### config.mk
export PLATFORM = sky130hd
export DESIGN_NAME = aor_output_config_regs
export DESIGN_NICKNAME = d
export VERILOG_FILES = /design/src/verilog/aor_pkg.sv /design/src/verilog/aor_output_config_regs.sv
export SDC_FILE = /design/constraint.sdc
export NUM_CORES = 1
export LEC_CHECK = 0
export ABC_CLOCK_PERIOD_IN_PS = 2350
export BUFFER_PORTS_ARGS = -buffer_cell sky130_fd_sc_hd__buf_2
export CAP_MARGIN = 40
export CORE_MARGIN = 1.5
export CORE_UTILIZATION = 35
export CTS_CLUSTER_SIZE = 28
export DETAILED_ROUTE_END_ITERATION = 16
export PLACE_DENSITY = 0.63
export SYNTH_ARGS = -nofsm -noshare
export SYNTH_HDL_FRONTEND = slang
export SYNTH_SLANG_ARGS = --single-unit
### constraint.sdc
create_clock -name clk_sys -period 2.35 [get_ports clk_sys]
set_input_delay 0.705 -clock clk_sys [delete_from_list [all_inputs] [get_ports clk_sys]]
set_output_delay 0.705 -clock clk_sys [all_outputs]
set_load 0.02 [all_outputs]
### src/verilog/aor_pkg.sv
// constants for the output configuration register slice
package aor_pkg;
  // ---------------------------------------------------------------
  // register offsets
  // ---------------------------------------------------------------
  localparam logic [6:0] ADDR_PREAMP_BIAS_LEVEL     = 7'h12;
  localparam logic [6:0] ADDR_OUTPUT_FORMAT_CONTROL = 7'h14;
  localparam logic [6:0] ADDR_OUTPUT_DRIVE_ADJUST   = 7'h15;
  localparam logic [6:0] ADDR_REFERENCE_SELECT      = 7'h18;
  localparam logic [6:0] ADDR_USER_PATTERN_ONE_LOW  = 7'h19;
  localparam logic [6:0] ADDR_USER_PATTERN_ONE_HIGH = 7'h1a;
  // ---------------------------------------------------------------
  // reset values
  // ---------------------------------------------------------------
  localparam logic [7:0] RST_PREAMP_BIAS_LEVEL      = 8'h09;
  localparam logic [7:0] RST_OUTPUT_FORMAT_CONTROL  = 8'h00;
  localparam logic [7:0] RST_OUTPUT_DRIVE_ADJUST    = 8'h0f;
  localparam logic [7:0] RST_REFERENCE_SELECT       = 8'h03;
  localparam logic [7:0] RST_USER_PATTERN           = 8'h00;
  // ---------------------------------------------------------------
  // field positions
  // ---------------------------------------------------------------
  localparam int BIAS_LSB          = 0;
  localparam int FMT_TWOS_BIT      = 0;
  localparam int FMT_INVERT_BIT    = 2;
  localparam int ADJ_DISABLE_BIT   = 7;
  localparam int ADJ_EDGE_LSB      = 2;
  localparam int ADJ_DRIVE_LSB     = 0;
  localparam int REF_EXTERNAL_BIT  = 6;
  localparam int REF_LEVEL_LSB     = 0;
  // bias register bit 3 reads as its reset value, not stored
  localparam logic [7:0] BIAS_FIXED_BITS = 8'h08;
  // ---------------------------------------------------------------
  // serial frame layout
  // ---------------------------------------------------------------
  localparam int          FRAME_BITS  = 16;
  localparam logic [4:0]  CNT_HEADER  = 5'h08;
  localparam logic [4:0]  CNT_FRAME   = 5'h10;
  // ---------------------------------------------------------------
  // test pattern selections and fixed words
  // ---------------------------------------------------------------
  typedef enum logic [3:0] {
    AOR_TM_OFF      = 4'b0000,
    AOR_TM_MID      = 4'b0001,
    AOR_TM_PFS      = 4'b0010,
    AOR_TM_NFS      = 4'b0011,
    AOR_TM_CHECKER  = 4'b0100,
    AOR_TM_PN_LONG  = 4'b0101,
    AOR_TM_PN_SHORT = 4'b0110,
    AOR_TM_WORD_TGL = 4'b0111,
    AOR_TM_USER     = 4'b1000,
    AOR_TM_BIT_TGL  = 4'b1001,
    AOR_TM_SYNC     = 4'b1010,
    AOR_TM_ONE_HIGH = 4'b1011,
    AOR_TM_MIXED    = 4'b1100
  } aor_test_mode_t;
  localparam logic [11:0] PAT_MID     = 12'h800;
  localparam logic [11:0] PAT_PFS     = 12'hfff;
  localparam logic [11:0] PAT_NFS     = 12'h000;
  localparam logic [11:0] PAT_CHECKER = 12'haaa;
  localparam logic [11:0] PAT_SYNC    = 12'h03f;
  localparam logic [11:0] PAT_MIXED   = 12'ha33;
endpackage

### src/verilog/aor_output_config_regs.sv
// output configuration registers, serial port slave and output data path
// ---------------------------------------------------------------
// Overview of operation
// - format register resets to zero; bit 0 picks twos complement globally, bit 2 inverts the addressed channel.
// - drive-adjust bit 7 low drives all twelve data outputs and high disables them.
// - drive-adjust holds a 2-bit edge rate field and a 2-bit drive field, both reset to ones for a value of 0x0f.
// - reference bit 6 picks internal (0) or external (1) reference, bits 1:0 set the internal level, reset 0x03.
// - in user test mode the output word is the upper 12 bits of the 16-bit pattern, with the low byte at the lower address.
// - while a test mode other than the two pn modes is active the test data replaces converted data on the outputs.
// ---------------------------------------------------------------
`timescale 1ns/1ps
module aor_output_config_regs #(
  parameter int NUM_CH = 5
) (
  input  wire logic        clk_sys,
  input  wire logic        reset,
  input  wire logic        spi_sclk,
  input  wire logic        spi_csb_n,
  input  wire logic        spi_sdio_in,
  output logic             spi_sdio_out,
  output logic             spi_sdio_oe_n,
  input  wire logic [2:0]  chan_sel,
  input  wire logic [3:0]  test_pattern_control,
  input  wire logic        adc_valid,
  input  wire logic [2:0]  adc_ch,
  input  wire logic [11:0] adc_data,
  output logic             data_valid,
  output logic [2:0]       data_ch,
  output logic [11:0]      data_out,
  output logic             data_oe_n,
  output logic [1:0]       preamp_bias,
  output logic [1:0]       edge_rate,
  output logic [1:0]       drive_strength,
  output logic             ref_external,
  output logic [1:0]       ref_level
);
  // ---------------------------------------------------------------
  // pin synchronisers
  // ---------------------------------------------------------------
  logic [2:0] sclk_q;
  logic [1:0] csb_q;
  logic [1:0] sdi_q;
  always_ff @(posedge clk_sys) begin
    if (reset) begin
      sclk_q <= 3'h0;
      csb_q  <= 2'h3;
      sdi_q  <= 2'h0;
    end else begin
      sclk_q <= {sclk_q[1:0], spi_sclk};
      csb_q  <= {csb_q[0], spi_csb_n};
      sdi_q  <= {sdi_q[0], spi_sdio_in};
    end
  end
  logic sclk_rise;
  logic sclk_fall;
  logic cs_active;
  assign sclk_rise = sclk_q[1] & ~sclk_q[2];
  assign sclk_fall = ~sclk_q[1] & sclk_q[2];
  assign cs_active = ~csb_q[1];
  // ---------------------------------------------------------------
  // serial port and register state
  // ---------------------------------------------------------------
  logic [4:0]        bit_cnt,       next_bit_cnt;
  logic [15:0]       rx_shift,      next_rx_shift;
  logic [7:0]        tx_shift,      next_tx_shift;
  logic              sdo,           next_sdo;
  logic              sdo_oe_n,      next_sdo_oe_n;
  logic [1:0]        bias,          next_bias;
  logic              fmt_twos,      next_fmt_twos;
  logic [NUM_CH-1:0] invert,        next_invert;
  logic              out_disable,   next_out_disable;
  logic [1:0]        edge_f,        next_edge_f;
  logic [1:0]        drive_f,       next_drive_f;
  logic              ref_ext,       next_ref_ext;
  logic [1:0]        ref_lvl,       next_ref_lvl;
  logic [7:0]        pat_low,       next_pat_low;
  logic [7:0]        pat_high,      next_pat_high;
  logic [7:0]        rd_data;
  logic [6:0]        hdr_addr;
  logic [15:0]       frame;
  always_comb begin
    hdr_addr = rx_shift[6:0];
    rd_data  = 8'h00;
    case (hdr_addr)
      aor_pkg::ADDR_PREAMP_BIAS_LEVEL:     rd_data = aor_pkg::BIAS_FIXED_BITS | {6'h00, bias};
      aor_pkg::ADDR_OUTPUT_FORMAT_CONTROL: rd_data = {5'h00, invert[chan_sel], 1'b0, fmt_twos};
      aor_pkg::ADDR_OUTPUT_DRIVE_ADJUST:   rd_data = {out_disable, 3'h0, edge_f, drive_f};
      aor_pkg::ADDR_REFERENCE_SELECT:      rd_data = {1'b0, ref_ext, 4'h0, ref_lvl};
      aor_pkg::ADDR_USER_PATTERN_ONE_LOW:  rd_data = pat_low;
      aor_pkg::ADDR_USER_PATTERN_ONE_HIGH: rd_data = pat_high;
      default:                             rd_data = 8'h00;
    endcase
  end
  always_comb begin
    next_bit_cnt     = bit_cnt;
    next_rx_shift    = rx_shift;
    next_tx_shift    = tx_shift;
    next_sdo         = sdo;
    next_sdo_oe_n    = sdo_oe_n;
    next_bias        = bias;
    next_fmt_twos    = fmt_twos;
    next_invert      = invert;
    next_out_disable = out_disable;
    next_edge_f      = edge_f;
    next_drive_f     = drive_f;
    next_ref_ext     = ref_ext;
    next_ref_lvl     = ref_lvl;
    next_pat_low     = pat_low;
    next_pat_high    = pat_high;
    frame            = {rx_shift[14:0], sdi_q[1]};
    if (!cs_active) begin
      // a frame cut short is simply dropped
      next_bit_cnt  = 5'h00;
      next_sdo_oe_n = 1'b1;
    end else if (sclk_rise && bit_cnt != aor_pkg::CNT_FRAME) begin
      next_rx_shift = frame;
      next_bit_cnt  = bit_cnt + 5'h01;
      if (bit_cnt == aor_pkg::CNT_HEADER - 5'h01 && frame[7]) begin
        next_tx_shift = 8'h00;
      end
      if (bit_cnt == aor_pkg::CNT_FRAME - 5'h01 && !rx_shift[14]) begin
        case (rx_shift[13:7])
          aor_pkg::ADDR_PREAMP_BIAS_LEVEL: begin
            next_bias = frame[aor_pkg::BIAS_LSB +: 2];
          end
          aor_pkg::ADDR_OUTPUT_FORMAT_CONTROL: begin
            next_fmt_twos = frame[aor_pkg::FMT_TWOS_BIT];
            next_invert[chan_sel] = frame[aor_pkg::FMT_INVERT_BIT];
          end
          aor_pkg::ADDR_OUTPUT_DRIVE_ADJUST: begin
            next_out_disable = frame[aor_pkg::ADJ_DISABLE_BIT];
            next_edge_f      = frame[aor_pkg::ADJ_EDGE_LSB +: 2];
            next_drive_f     = frame[aor_pkg::ADJ_DRIVE_LSB +: 2];
          end
          aor_pkg::ADDR_REFERENCE_SELECT: begin
            next_ref_ext = frame[aor_pkg::REF_EXTERNAL_BIT];
            next_ref_lvl = frame[aor_pkg::REF_LEVEL_LSB +: 2];
          end
          aor_pkg::ADDR_USER_PATTERN_ONE_LOW:  next_pat_low  = frame[7:0];
          aor_pkg::ADDR_USER_PATTERN_ONE_HIGH: next_pat_high = frame[7:0];
          default: next_pat_low = pat_low;
        endcase
      end
    end else if (sclk_fall && rx_shift[7] && bit_cnt == aor_pkg::CNT_HEADER) begin
      // header complete: load read data and drive its msb
      next_sdo      = rd_data[7];
      next_tx_shift = {rd_data[6:0], 1'b0};
      next_sdo_oe_n = 1'b0;
    end else if (sclk_fall && !sdo_oe_n && bit_cnt > aor_pkg::CNT_HEADER) begin
      next_sdo      = tx_shift[7];
      next_tx_shift = {tx_shift[6:0], 1'b0};
      if (bit_cnt == aor_pkg::CNT_FRAME) begin
        next_sdo_oe_n = 1'b1;
      end
    end
  end
  always_ff @(posedge clk_sys) begin
    if (reset) begin
      bit_cnt     <= 5'h00;
      rx_shift    <= 16'h0000;
      tx_shift    <= 8'h00;
      sdo         <= 1'b0;
      sdo_oe_n    <= 1'b1;
      bias        <= aor_pkg::RST_PREAMP_BIAS_LEVEL[1:0];
      fmt_twos    <= aor_pkg::RST_OUTPUT_FORMAT_CONTROL[aor_pkg::FMT_TWOS_BIT];
      invert      <= '0;
      out_disable <= aor_pkg::RST_OUTPUT_DRIVE_ADJUST[aor_pkg::ADJ_DISABLE_BIT];
      edge_f      <= aor_pkg::RST_OUTPUT_DRIVE_ADJUST[aor_pkg::ADJ_EDGE_LSB +: 2];
      drive_f     <= aor_pkg::RST_OUTPUT_DRIVE_ADJUST[aor_pkg::ADJ_DRIVE_LSB +: 2];
      ref_ext     <= aor_pkg::RST_REFERENCE_SELECT[aor_pkg::REF_EXTERNAL_BIT];
      ref_lvl     <= aor_pkg::RST_REFERENCE_SELECT[aor_pkg::REF_LEVEL_LSB +: 2];
      pat_low     <= aor_pkg::RST_USER_PATTERN;
      pat_high    <= aor_pkg::RST_USER_PATTERN;
    end else begin
      bit_cnt     <= next_bit_cnt;
      rx_shift    <= next_rx_shift;
      tx_shift    <= next_tx_shift;
      sdo         <= next_sdo;
      sdo_oe_n    <= next_sdo_oe_n;
      bias        <= next_bias;
      fmt_twos    <= next_fmt_twos;
      invert      <= next_invert;
      out_disable <= next_out_disable;
      edge_f      <= next_edge_f;
      drive_f     <= next_drive_f;
      ref_ext     <= next_ref_ext;
      ref_lvl     <= next_ref_lvl;
      pat_low     <= next_pat_low;
      pat_high    <= next_pat_high;
    end
  end
  assign spi_sdio_out   = sdo;
  assign spi_sdio_oe_n  = sdo_oe_n;
  assign preamp_bias    = bias;
  assign edge_rate      = edge_f;
  assign drive_strength = drive_f;
  assign ref_external   = ref_ext;
  assign ref_level      = ref_lvl;
  // ---------------------------------------------------------------
  // output data path
  // ---------------------------------------------------------------
  logic        dv_q,  next_dv;
  logic [2:0]  ch_q,  next_ch;
  logic [11:0] dat_q, next_dat;
  logic        oe_q,  next_oe;
  logic [11:0]             word;
  logic                    fmt_applies;
  aor_pkg::aor_test_mode_t tmode;
  always_comb begin
    tmode = aor_pkg::aor_test_mode_t'(test_pattern_control);
    word  = adc_data;
    // pn modes need a generator that lives elsewhere; live data passes
    case (tmode)
      aor_pkg::AOR_TM_MID:      word = aor_pkg::PAT_MID;
      aor_pkg::AOR_TM_PFS:      word = aor_pkg::PAT_PFS;
      aor_pkg::AOR_TM_NFS:      word = aor_pkg::PAT_NFS;
      aor_pkg::AOR_TM_CHECKER:  word = aor_pkg::PAT_CHECKER;
      aor_pkg::AOR_TM_WORD_TGL: word = aor_pkg::PAT_PFS;
      aor_pkg::AOR_TM_USER:     word = {pat_high, pat_low[7:4]};
      aor_pkg::AOR_TM_BIT_TGL:  word = aor_pkg::PAT_CHECKER;
      aor_pkg::AOR_TM_SYNC:     word = aor_pkg::PAT_SYNC;
      aor_pkg::AOR_TM_ONE_HIGH: word = aor_pkg::PAT_MID;
      aor_pkg::AOR_TM_MIXED:    word = aor_pkg::PAT_MIXED;
      default:                  word = adc_data;
    endcase
    // fixed bit patterns ignore the format bit
    fmt_applies = !(tmode inside {aor_pkg::AOR_TM_CHECKER, aor_pkg::AOR_TM_WORD_TGL, aor_pkg::AOR_TM_USER,
                                  aor_pkg::AOR_TM_BIT_TGL, aor_pkg::AOR_TM_SYNC, aor_pkg::AOR_TM_ONE_HIGH,
                                  aor_pkg::AOR_TM_MIXED});
    next_dv  = adc_valid;
    next_ch  = adc_ch;
    next_dat = dat_q;
    if (adc_valid) begin
      next_dat = word;
      if (fmt_applies && fmt_twos) begin
        next_dat[11] = ~word[11];
      end
      if (adc_ch < 3'(NUM_CH) && invert[adc_ch]) begin
        next_dat = ~next_dat;
      end
    end
    next_oe = out_disable;
  end
  always_ff @(posedge clk_sys) begin
    if (reset) begin
      dv_q  <= 1'b0;
      ch_q  <= 3'h0;
      dat_q <= 12'h000;
      oe_q  <= 1'b0;
    end else begin
      dv_q  <= next_dv;
      ch_q  <= next_ch;
      dat_q <= next_dat;
      oe_q  <= next_oe;
    end
  end
  assign data_valid = dv_q;
  assign data_ch    = ch_q;
  assign data_out   = dat_q;
  assign data_oe_n  = oe_q;
endmodule

==> out/metrics.yaml, run 1 <==
status: "finished, violations left"
violations: "negative setup slack"
boundaryPins: 56
ys_types: 58
cts_root_buf: "clkbuf_16"
startpoint: "bit_cnt[0]$_SDFFE_PP0P_"
synthesis.area_mm2: 0.004273
reg2reg_depth: 9
clk_latency_ns: 0.34
overflow: 0
crit_type: "reg2reg"
required_ns: 2.57
dieArea_mm2: 0.01288
synthAdderAreaFrac_pct: 0.8785
drtAntennaViolNets: 0
drc: 0
pre_cts_slack_ns: -0.07958
n_antenna_cell: 0
cpMostUsedCell: "ha_4"
syn_inst: 492
die_h_um: 113.5
whs_path_depth: 1
cellPowerDensity_mw_per_mm2: 604.1
worst-path-buf-inv: 1
antenna_found_initial: 0
drive_above_1_share_pct: 22.10
p_switching_mw: 0.8226
synth_xor_area_share_pct: 3.075
grt_pass1_wl_um: 17570
start_kind: "flip-flop"
ctsHoldBuffers: 0
hold_path_class: "reg2reg"
reg2reg_slack_ns: -0.03
coreArea_mm2: 0.01196
max_freq_mhz: 419.4
grt_use_total_pct: 17.04
grt_max_degree: 75
internal_power_mw: 2.329
avgSynthCellArea_um2: 8.685
gp_congestion: 0.8545
relSlewSlack_pct: 53.59
cp_cell_sequence: "ha_4 > and3_4 > ha_4 > or4b_4 > nor4b_4 > and4_4 > buf_12 > mux2i_2 > nor2_1"
vias: 3724
worst_pin_slew_ns: 0.6946
yosys.area_share.simple_pct: 22.25
setup_ws_ns: -0.03421
fp-row-count: 40
seqPwrFrac_pct: 47.0
numCtsBuffers: 9
synth_compound_area_share_pct: 17.57
worst_ep_arrival_time_ns: 2.60
synth_enable_flop_cells: 0
worstHoldEndpoint: "csb_q[1]$_SDFF_PP1_"
swShare_pct: 26.10
htreeDepth: 3
leakage_nw: 1.953
wirelength_um: 10460
hold_start: "csb_q[0]$_SDFF_PP1_"
dr.pass1.iters: 5
rsz0062_at_grt: "yes"
grt_pass1_vias: 3660
avgViaCountPerCell: 5.328
setup_viol: 9
synth_nets: 523
reg2reg_to: "pat_low[5]$_SDFFE_PP0P_"
ys_seq_elements: 85
path_clk_slew_ns: 0.07
path_delay_family: "simple AND/OR/NAND/NOR gates"
drv_cap: 0
p_clk_share_pct: 43.7
finalMaxSlewViolations: 0
routedWlPerCell_um: 14.96
yosysSeqAreaShare_pct: 39.82
timing.rr.start: "bit_cnt[0]$_SDFFE_PP0P_"
finalHoldViolCount: 0
min_period_over_period_pct: 101.5
clock-sinks: 85
ys.flop_type: "dfxtp_1"
synth_top_family_by_area: "simple AND/OR/NAND/NOR gates"
die_w_um: 113.5
yosysWarningCount: 0
finClkSkew_ns: 0.006648
power_frac_comb_pct: 9.3
hold_slack_ns: 0.4202
endpoint_kind: "flip-flop"
syn2layout_area_growth_pct: 22.11
synthMuxAreaShare_pct: 11.48
power_mw: 3.152
cts.path.max_buffers: 2
synthArstFlopShare_pct: 0
drt_first_iter_violations: 267
hpwl_um: 7410
crit_path_max_incr_delay_ns: 0.49
initial_core_util_pct: 35.72
final_nets: 578
critical_path.slowest_cell: "or4b_4"
ir_drop_mv: 0.4249
critPathMaxFanout: 8
numPortBuffers: 55
cts_tree: "yes"
finalCriticalPeriod_ns: 2.384
-- final cells by class --
class / count / area, um2
Tap cell: 147 / 183.9
Clock inverter: 7 / 68.82
Inverter: 16 / 60.06
Sequential cell: 85 / 1704
Timing Repair Buffer: 78 / 489.2
Fill cell: 1160 / 6744
Clock buffer: 9 / 225.2
Multi-Input combinational cell: 357 / 2486
-- worst max-delay path by stage --
stage	endpoint	slack, ns	depth (start not counted)
floorplan	ref_level[1]$_SDFFE_PP1P_	0.07	10
CTS	pat_low[1]$_SDFFE_PP0P_	-0.08	9
global route	pat_low[5]$_SDFFE_PP0P_	-0.12	9
global placement	invert[4]$_SDFFE_PP0P_	-0.01	9
finish	pat_low[5]$_SDFFE_PP0P_	-0.03	9
detailed placement	ref_level[1]$_SDFFE_PP1P_	-0.08	9
-- timing repair --
action                                  4_1_cts  5_1_grt
buffers inserted                              2        1
pin swaps                                     6       18
endpoints found under the setup margin       25       38
resized for setup                            13       10
-- placed cells by master (no fill, tap or decap), types with 4 or more instances in the layout --
| master | synthesis | routed |
|---|---|---|
| o21ai_0 | 23 | 22 |
| buf_2 | 12 | 55 |
| a211oi_1 | 9 | 9 |
| nor2_1 | 88 | 88 |
| nor4b_4 | 1 | 5 |
| a22o_1 | 5 | 5 |
| inv_1 | 16 | 16 |
| a21oi_1 | 30 | 30 |
| mux2i_1 | 49 | 48 |
| buf_4 | 0 | 19 |
| xnor2_1 | 12 | 12 |
| o22ai_1 | 6 | 6 |
| nor3_1 | 7 | 6 |
| a22oi_1 | 8 | 8 |
| clkbuf_16 | 0 | 9 |
| nand2_1 | 18 | 18 |
| nor2b_1 | 19 | 19 |
| dfxtp_1 | 85 | 83 |
| nand2b_1 | 4 | 4 |
| a211o_1 | 8 | 8 |
| o211ai_1 | 4 | 4 |
-- through the flow --
stage	utilization, %	area, um2	std cells	setup TNS, ns
after detailed placement	39.95	4778	680	-0.8418
after floorplan	-	4273	492	0
final	43.62	5218	699	-0.1464
after CTS	43.05	5150	698	-0.5013
after global routing	43.62	5218	699	-1.894
after global placement	39.95	4778	680	-0.01204
-- cells in the mapped netlist, types with 3 or more instances --
| cell type | number | area, um2 |
|---|---|---|
| nor2_1 | 88 | 330.3 |
| dfxtp_1 | 85 | 1702 |
| mux2i_1 | 49 | 490.5 |
| a21oi_1 | 30 | 150.1 |
| o21ai_0 | 23 | 115.1 |
| clkbuf_1 | 19 | 71.32 |
| nor2b_1 | 19 | 118.9 |
| nand2_1 | 18 | 67.56 |
| inv_1 | 16 | 60.06 |
| buf_2 | 12 | 60.06 |
| xnor2_1 | 12 | 105.1 |
| a211oi_1 | 9 | 67.56 |
| a211o_1 | 8 | 70.07 |
| a22oi_1 | 8 | 60.06 |
| nor3_1 | 7 | 35.03 |
| o22ai_1 | 6 | 37.54 |
| a22o_1 | 5 | 43.79 |
| and3_1 | 5 | 31.28 |
| nand2b_1 | 4 | 25.02 |
| nand3_1 | 4 | 20.02 |
| nor4b_2 | 4 | 60.06 |
| o211ai_1 | 4 | 30.03 |
| a221oi_1 | 3 | 26.28 |
| a222oi_1 | 3 | 30.03 |
| and2_1 | 3 | 18.77 |
| ha_1 | 3 | 37.54 |
| nor4_1 | 3 | 18.77 |
| or2_2 | 3 | 18.77 |
| xor2_1 | 3 | 26.28 |
-- sequential cells by signal, summed over array words and instances (netlist names), 3 cells and up --
register / cells
rx_shift: 15
data_out: 12
pat_high: 8
pat_low: 8
tx_shift: 7
bit_cnt: 5
invert: 5
data_ch: 3
sclk_q: 3
-- kinds of logic after synthesis --
family | Yosys count
AO/OA/AOI/OAI | 113
XOR/XNOR | 15
adder cells (fa/ha/maj) | 3
buffers and inverters | 50
flip-flops | 85
multiplexers | 49
AND/OR/NAND/NOR | 177
-- metal layers --
layer | global-route usage (%) | part of all wire, %
met5 | 0 | 0
met4 | 6.167 | 1.5
met3 | 4.038 | 4.1
met2 | 28.92 | 47
met1 | 21.11 | 47
-- power groups by stage --
stage	clock, mW	combinational [mW]	sequential (mW)
after floorplan	0	0.167	1.54
after global placement	0	0.282	1.51
after detailed placement	0	0.287	1.51
after CTS	1.41	0.289	1.48
after global routing	1.46	0.324	1.48
final	1.38	0.294	1.48
No activity file was read; power rests on OpenSTA's default activity.
==> run 2: changes to the inputs <==
Settings changed: CORE_ASPECT_RATIO set to 0.6.
==> run 2 against run 1 <==
The run still ends with negative setup slack left. Largest power group is now clock. Critical path depth down 1. Combinational power grew 2%. First-iteration DRC count is 3.4% lower. Sequential cell count is the same. Clock power grew 14%. Maximum frequency increased by 0.87%. Clock skew is essentially flat. Critical path type unchanged. Clock-buffer cell count unchanged. Design area rose by 1.1%.
==> out/metrics.yaml, run 2 (same netlist as run 1, synthesis figures left out) <==
status: "finished, violations left"
violations: "negative setup slack"
regArea_mm2: 0.001704  # unchanged
rsz0062_at_grt: "yes"
placed_area_mm2: 0.004841  # +1.3%
syn2layout_area_growth_pct: 23.48
die_w_um: 145.6  # +28%
relSlewSlack_pct: 51.53  # -2.1 points
boundaryPins: 56  # unchanged
finalCriticalPeriod_ns: 2.364  # -0.02048 ns
min_period_over_period_pct: 100.6  # -0.87 points
setup_viol: 9  # unchanged
vias: 3802  # +2.1%
numCtsBuffers: 9  # unchanged
dieArea_mm2: 0.01290  # +0.17%
critPathMaxFanout: 9  # +1
hold_path_class: "reg2reg"
drv_cap: 0  # unchanged
cts_tree: "yes"
startpoint: "bit_cnt[0]$_SDFFE_PP0P_"
initial_core_util_pct: 35.65  # -0.071 points
crit_type: "reg2reg"
dr.pass1.iters: 5  # unchanged
drt_first_iter_violations: 258  # -3.4%
power_mw: 3.362  # +6.7%
cts.path.max_buffers: 2  # unchanged
gp_congestion: 0.8531  # -0.16%
start_kind: "flip-flop"
postLayoutCoreUtil_pct: 44.02  # +0.40 points
worst_ep_arrival_time_ns: 2.60  # about the same
wirelength_um: 11160  # +6.8%
layout_commonest_cell: "nor2_1"
n_antenna_cell: 0  # unchanged
setup_ws_ns: -0.01373  # +0.02048 ns
fp-row-count: 31  # -23%
endpoint_kind: "flip-flop"
htreeDepth: 3  # unchanged
worst_pin_slew_ns: 0.7260  # +0.03142 ns
coreArea_mm2: 0.01199  # +0.20%
max_freq_mhz: 423.1  # +0.87%
grt_use_total_pct: 17.64  # +0.60 points
path_clk_slew_ns: 0.07  # about the same
drtAntennaViolNets: 0  # unchanged
finClkSkew_ns: 0.006566  # -0.00008227 ns
hpwl_um: 8095  # +9.2%
antenna_found_initial: 0  # unchanged
hold_start: "csb_q[0]$_SDFF_PP1_"
fillers: 1172  # +1.0%
largest_reg_flops: 15  # unchanged
drive_above_1_share_pct: 22.40  # +0.30 points
final_nets: 584  # +1.0%
ctsHoldBuffers: 0  # unchanged
grt_max_degree: 47  # -37%
multiInputGateArea_mm2: 0.002457  # -1.2%
pre_cts_slack_ns: -0.03364  # +0.04593 ns
overflow: 0  # unchanged
numPortBuffers: 55  # unchanged
grt_pass1_vias: 3426  # -6.4%
leakage_nw: 1.997  # +2.2%
avgViaCountPerCell: 5.259  # -1.3%
clk_latency_ns: 0.35  # about the same
cts_root_buf: "clkbuf_16"
drc: 0  # unchanged
ir_drop_mv: 0.3539  # -17%
required_ns: 2.59  # +0.02 ns
finalMaxSlewViolations: 0  # unchanged
top_register: "rx_shift"
hold_slack_ns: 0.4220  # +0.001826 ns
die_h_um: 88.59  # -22%
finalInstanceArea_mm2: 0.005276  # +1.1%
grt_pass1_wl_um: 17820  # +1.4%
cellPowerDensity_mw_per_mm2: 637.3  # +5.5%
finalHoldViolCount: 0  # unchanged
clock-sinks: 85  # unchanged
timing.rr.start: "bit_cnt[0]$_SDFFE_PP0P_"
final_cell_mix: "nor2_1 (88), dfxtp_1 (83), buf_2 (55)"
routedWlPerCell_um: 15.44  # +3.2%
==> run 2: cell type report <==
type	count	share of cell area (%)
clock buffer	9	4.268
clock inverter	7	1.992
inverter	16	1.138
multi-input combinational	357	46.57
sequential	85	32.30
tap	165	3.913
timing repair buffer	84	9.817
==> run 2: what timing repair did <==
| item | CTS | global route |
|---|---|---|
| buffers inserted | 2 | 0 |
| gates resized for setup | 7 | 9 |
| gates cloned | 0 | 0 |
| pin swaps | 4 | 7 |
| setup endpoints to repair | 19 | 32 |
==> run 2: report_power, final <==
group / internal (mW) / total [mW] / switching, mW
Sequential: 1.47 / 1.48 / 0.0152
Clock: 0.950 / 1.58 / 0.630
Combinational: 0.120 / 0.301 / 0.181
==> run 2: worst max-delay path, stage by stage, from the launching register on <==
cell     delay (ns)
dfxtp_2        0.35
ha_4           0.14
and3_4         0.18
ha_4           0.11
or4b_4         0.48
nor4b_4        0.30
buf_4          0.16
nand3_2        0.19
a211o_1        0.35
==> run 2: final timing paths <==
check	to	slack, ns	cells after the start
min reg2reg	csb_q[1]$_SDFF_PP1_	0.42	1
max reg2reg	edge_rate[1]$_SDFFE_PP1P_	-0.01	8
max	edge_rate[1]$_SDFFE_PP1P_	-0.01	8
min	csb_q[1]$_SDFF_PP1_	0.42	1
==> run 2: metrics by stage <==
stage                     setup TNS (ns)  instances
after floorplan                        0        492
after global placement                 0        705
after detailed placement         -0.2694        705
after CTS                        -0.2095        723
after global routing              -3.237        723
final                           -0.05479        723
==> run 2: routing by layer <==
| layer | up-vias | part of all wire (%) | track usage, % |
|---|---|---|---|
| li1 | 1877 | - | - |
| met1 | 1818 | 53 | 26.10 |
| met2 | 97 | 40 | 24.50 |
| met3 | 10 | 5.9 | 5.052 |
| met4 | 0 | 0.88 | 5.195 |
| met5 | - | 0 | 0 |
==> run 3: changes to the inputs <==
Settings changed: BUFFER_PORTS_ARGS -buffer_cell sky130_fd_sc_hd__buf_2 to unset, CORE_UTILIZATION 35 to 57, DONT_BUFFER_PORTS set to 1, PLACE_DENSITY 0.63 to 0.83.
==> run 3 against run 2 <==
The flow still finishes with violations (negative setup slack). Non-clock buffer count is 64 lower. Maximum frequency is 0.27% lower. Worst setup slack worse by 0.0065 ns. Largest power group is now sequential cells.
==> out/metrics.yaml, run 3 (same netlist as run 1, synthesis figures left out) <==
worst_ep_arrival_time_ns: 2.60  # about the same
drt_first_iter_violations: 507  # +97%
grt_use_total_pct: 29.57  # +12 points
cts.path.max_buffers: 2  # unchanged
drv_cap: 0  # unchanged
overflow: 0  # unchanged
cts_tree: "yes"
leakage_nw: 1.716  # -14%
boundaryPins: 56  # unchanged
worst_pin_slew_ns: 0.7111  # -0.01495 ns
routedWlPerCell_um: 18.82  # +22%
cts_root_buf: "clkbuf_16"
postLayoutCoreUtil_pct: 66.77  # +23 points
final_nets: 520  # -11%
grt_pass1_wl_um: 18510  # +3.9%
drtAntennaViolNets: 0  # unchanged
die_h_um: 70.07  # -21%
endpoint_kind: "flip-flop"
cp_cell_sequence: "ha_4 > and3_4 > ha_4 > or4b_4 > nor3_4 > nand3_4 > nor4b_4 > mux2i_1 > nor2_1"
finalCriticalPeriod_ns: 2.370  # +0.006517 ns
cellPowerDensity_mw_per_mm2: 655.7  # +2.9%
numCtsBuffers: 9  # unchanged
dr.pass1.iters: 8  # +3
setup_viol: 5  # -4
setup_ws_ns: -0.02025  # -0.006517 ns
worstHoldEndpoint: "csb_q[1]$_SDFF_PP1_"
crit_path_max_incr_delay_ns: 0.49  # about the same
finClkSkew_ns: 0.005529  # -0.001037 ns
clk_latency_ns: 0.34  # about the same
drc: 0  # unchanged
wl_met3_um: 1128  # +70%
syn2layout_area_growth_pct: 13.56
gp_congestion: 0.8726  # +2.3%
whs_path_depth: 1  # unchanged
relSlewSlack_pct: 52.53  # +1.0 points
hold_start: "csb_q[0]$_SDFF_PP1_"
htreeDepth: 3  # unchanged
die_w_um: 114.8  # -21%
hpwl_um: 7567  # -6.5%
power_mw: 3.182  # -5.4%
routed-wl-met2_um: 4970  # +11%
required_ns: 2.58  # about the same
finalMaxSlewViolations: 0  # unchanged
path_delay_family: "simple AND/OR/NAND/NOR gates"
crit_type: "reg2reg"
finalHoldViolCount: 0  # unchanged
coreArea_mm2: 0.007267  # -39%
final_cell_mix: "nor2_1 (88), dfxtp_1 (83), mux2i_1 (48)"
n_antenna_cell: 0  # unchanged
numPortBuffers: 0  # -100%
min_period_over_period_pct: 100.9  # +0.28 points
avgViaCountPerCell: 6.332  # +20%
grt_max_degree: 76  # +62%
dieArea_mm2: 0.008042  # -38%
antenna_found_initial: 0  # unchanged
grt_pass1_vias: 3655  # +6.7%
cpMostUsedCell: "ha_4"
vias: 3780  # -0.58%
fp-row-count: 24  # -23%
met1Wirelength_um: 4849  # -18%
path_clk_slew_ns: 0.06  # about the same
violations: "negative setup slack"
max_freq_mhz: 421.9  # -0.27%
rsz0062_at_grt: "yes"
start_kind: "flip-flop"
reg2reg_to: "invert[4]$_SDFFE_PP0P_"
initial_core_util_pct: 58.80  # +23 points
critical_path.slowest_cell: "or4b_4"
reg2reg_depth: 9  # +1
ir_drop_mv: 0.4138  # +17%
wirelength_um: 11240  # +0.65%
timing.rr.start: "bit_cnt[1]$_SDFFE_PP0P_"
top_register: "rx_shift"
hold_path_class: "reg2reg"
drive_above_1_share_pct: 12.17  # -10 points
worst-path-buf-inv: 0  # -1
layout_commonest_cell: "nor2_1"
pre_cts_slack_ns: -0.05482  # -0.02118 ns
maxUsedRoutingLayer: "met4"
clock-sinks: 85  # unchanged
reg2reg_slack_ns: -0.02  # about the same
status: "finished, violations left"
largest_reg_flops: 15  # unchanged
critPathMaxFanout: 6  # -3
## run 3: metrics by stage
stage / setup TNS (ns) / instances / cell area [um2] / hold WS, ns
final: -0.04173 / 597 / 4852 / 0.4028
after global routing: -1.866 / 597 / 4852 / 0.4190
after CTS: -0.1426 / 597 / 4825 / 0.4046
after detailed placement: -0.6716 / 581 / 4417 / 0.3923
after global placement: 0 / 581 / 4417 / 0.3964
after floorplan: 0 / 492 / 4273 / 0.3895
## run 3: cell type report
type                       count  area, um2
fill                         590       2415
clock buffer                  11      242.7
clock inverter                 4      72.57
tap                          104      130.1
timing repair buffer          20      166.4
inverter                      16      60.06
multi-input combinational    357       2476
sequential                    85       1704
## run 3: what timing repair did
action / in CTS / in global routing
setup endpoints to repair: 23 / 29
cloned: 0 / 0
hold endpoints to repair: 0 / 0
resized for setup: 17 / 4
buffers inserted: 1 / 0
hold buffers: 0 / 0
pin swaps: 6 / 7
## run 3: report_power, final
group	internal (mW)	total, mW	leakage, nW	switching (mW)
logic	0.0812	0.163	0.873	0.0816
registers	1.47	1.51	0.691	0.0461
clock network	0.952	1.50	0.152	0.553
## run 3: worst max path at each step
stage | startpoint | endpoint | slack, ns | depth (start not counted)
2_1_floorplan | bit_cnt[0]$_SDFFE_PP0P_ | ref_level[1]$_SDFFE_PP1P_ | 0.07 | 10
3_3_place_gp | bit_cnt[0]$_SDFFE_PP0P_ | invert[4]$_SDFFE_PP0P_ | 0.001 | 9
3_5_place_dp | bit_cnt[0]$_SDFFE_PP0P_ | pat_low[2]$_SDFFE_PP0P_ | -0.05 | 9
4_1_cts | bit_cnt[1]$_SDFFE_PP0P_ | invert[4]$_SDFFE_PP0P_ | -0.05 | 9
5_1_grt | bit_cnt[1]$_SDFFE_PP0P_ | invert[4]$_SDFFE_PP0P_ | -0.13 | 9
6_report | bit_cnt[1]$_SDFFE_PP0P_ | invert[4]$_SDFFE_PP0P_ | -0.02 | 9
## run 3: routing by layer
metal  vias to the layer above  global-route usage, %
li1                       1742                      -
met1                      1783                  41.50
met2                       221                  42.32
met3                        34                  9.809
met4                         0                  10.70
met5                         -                      0
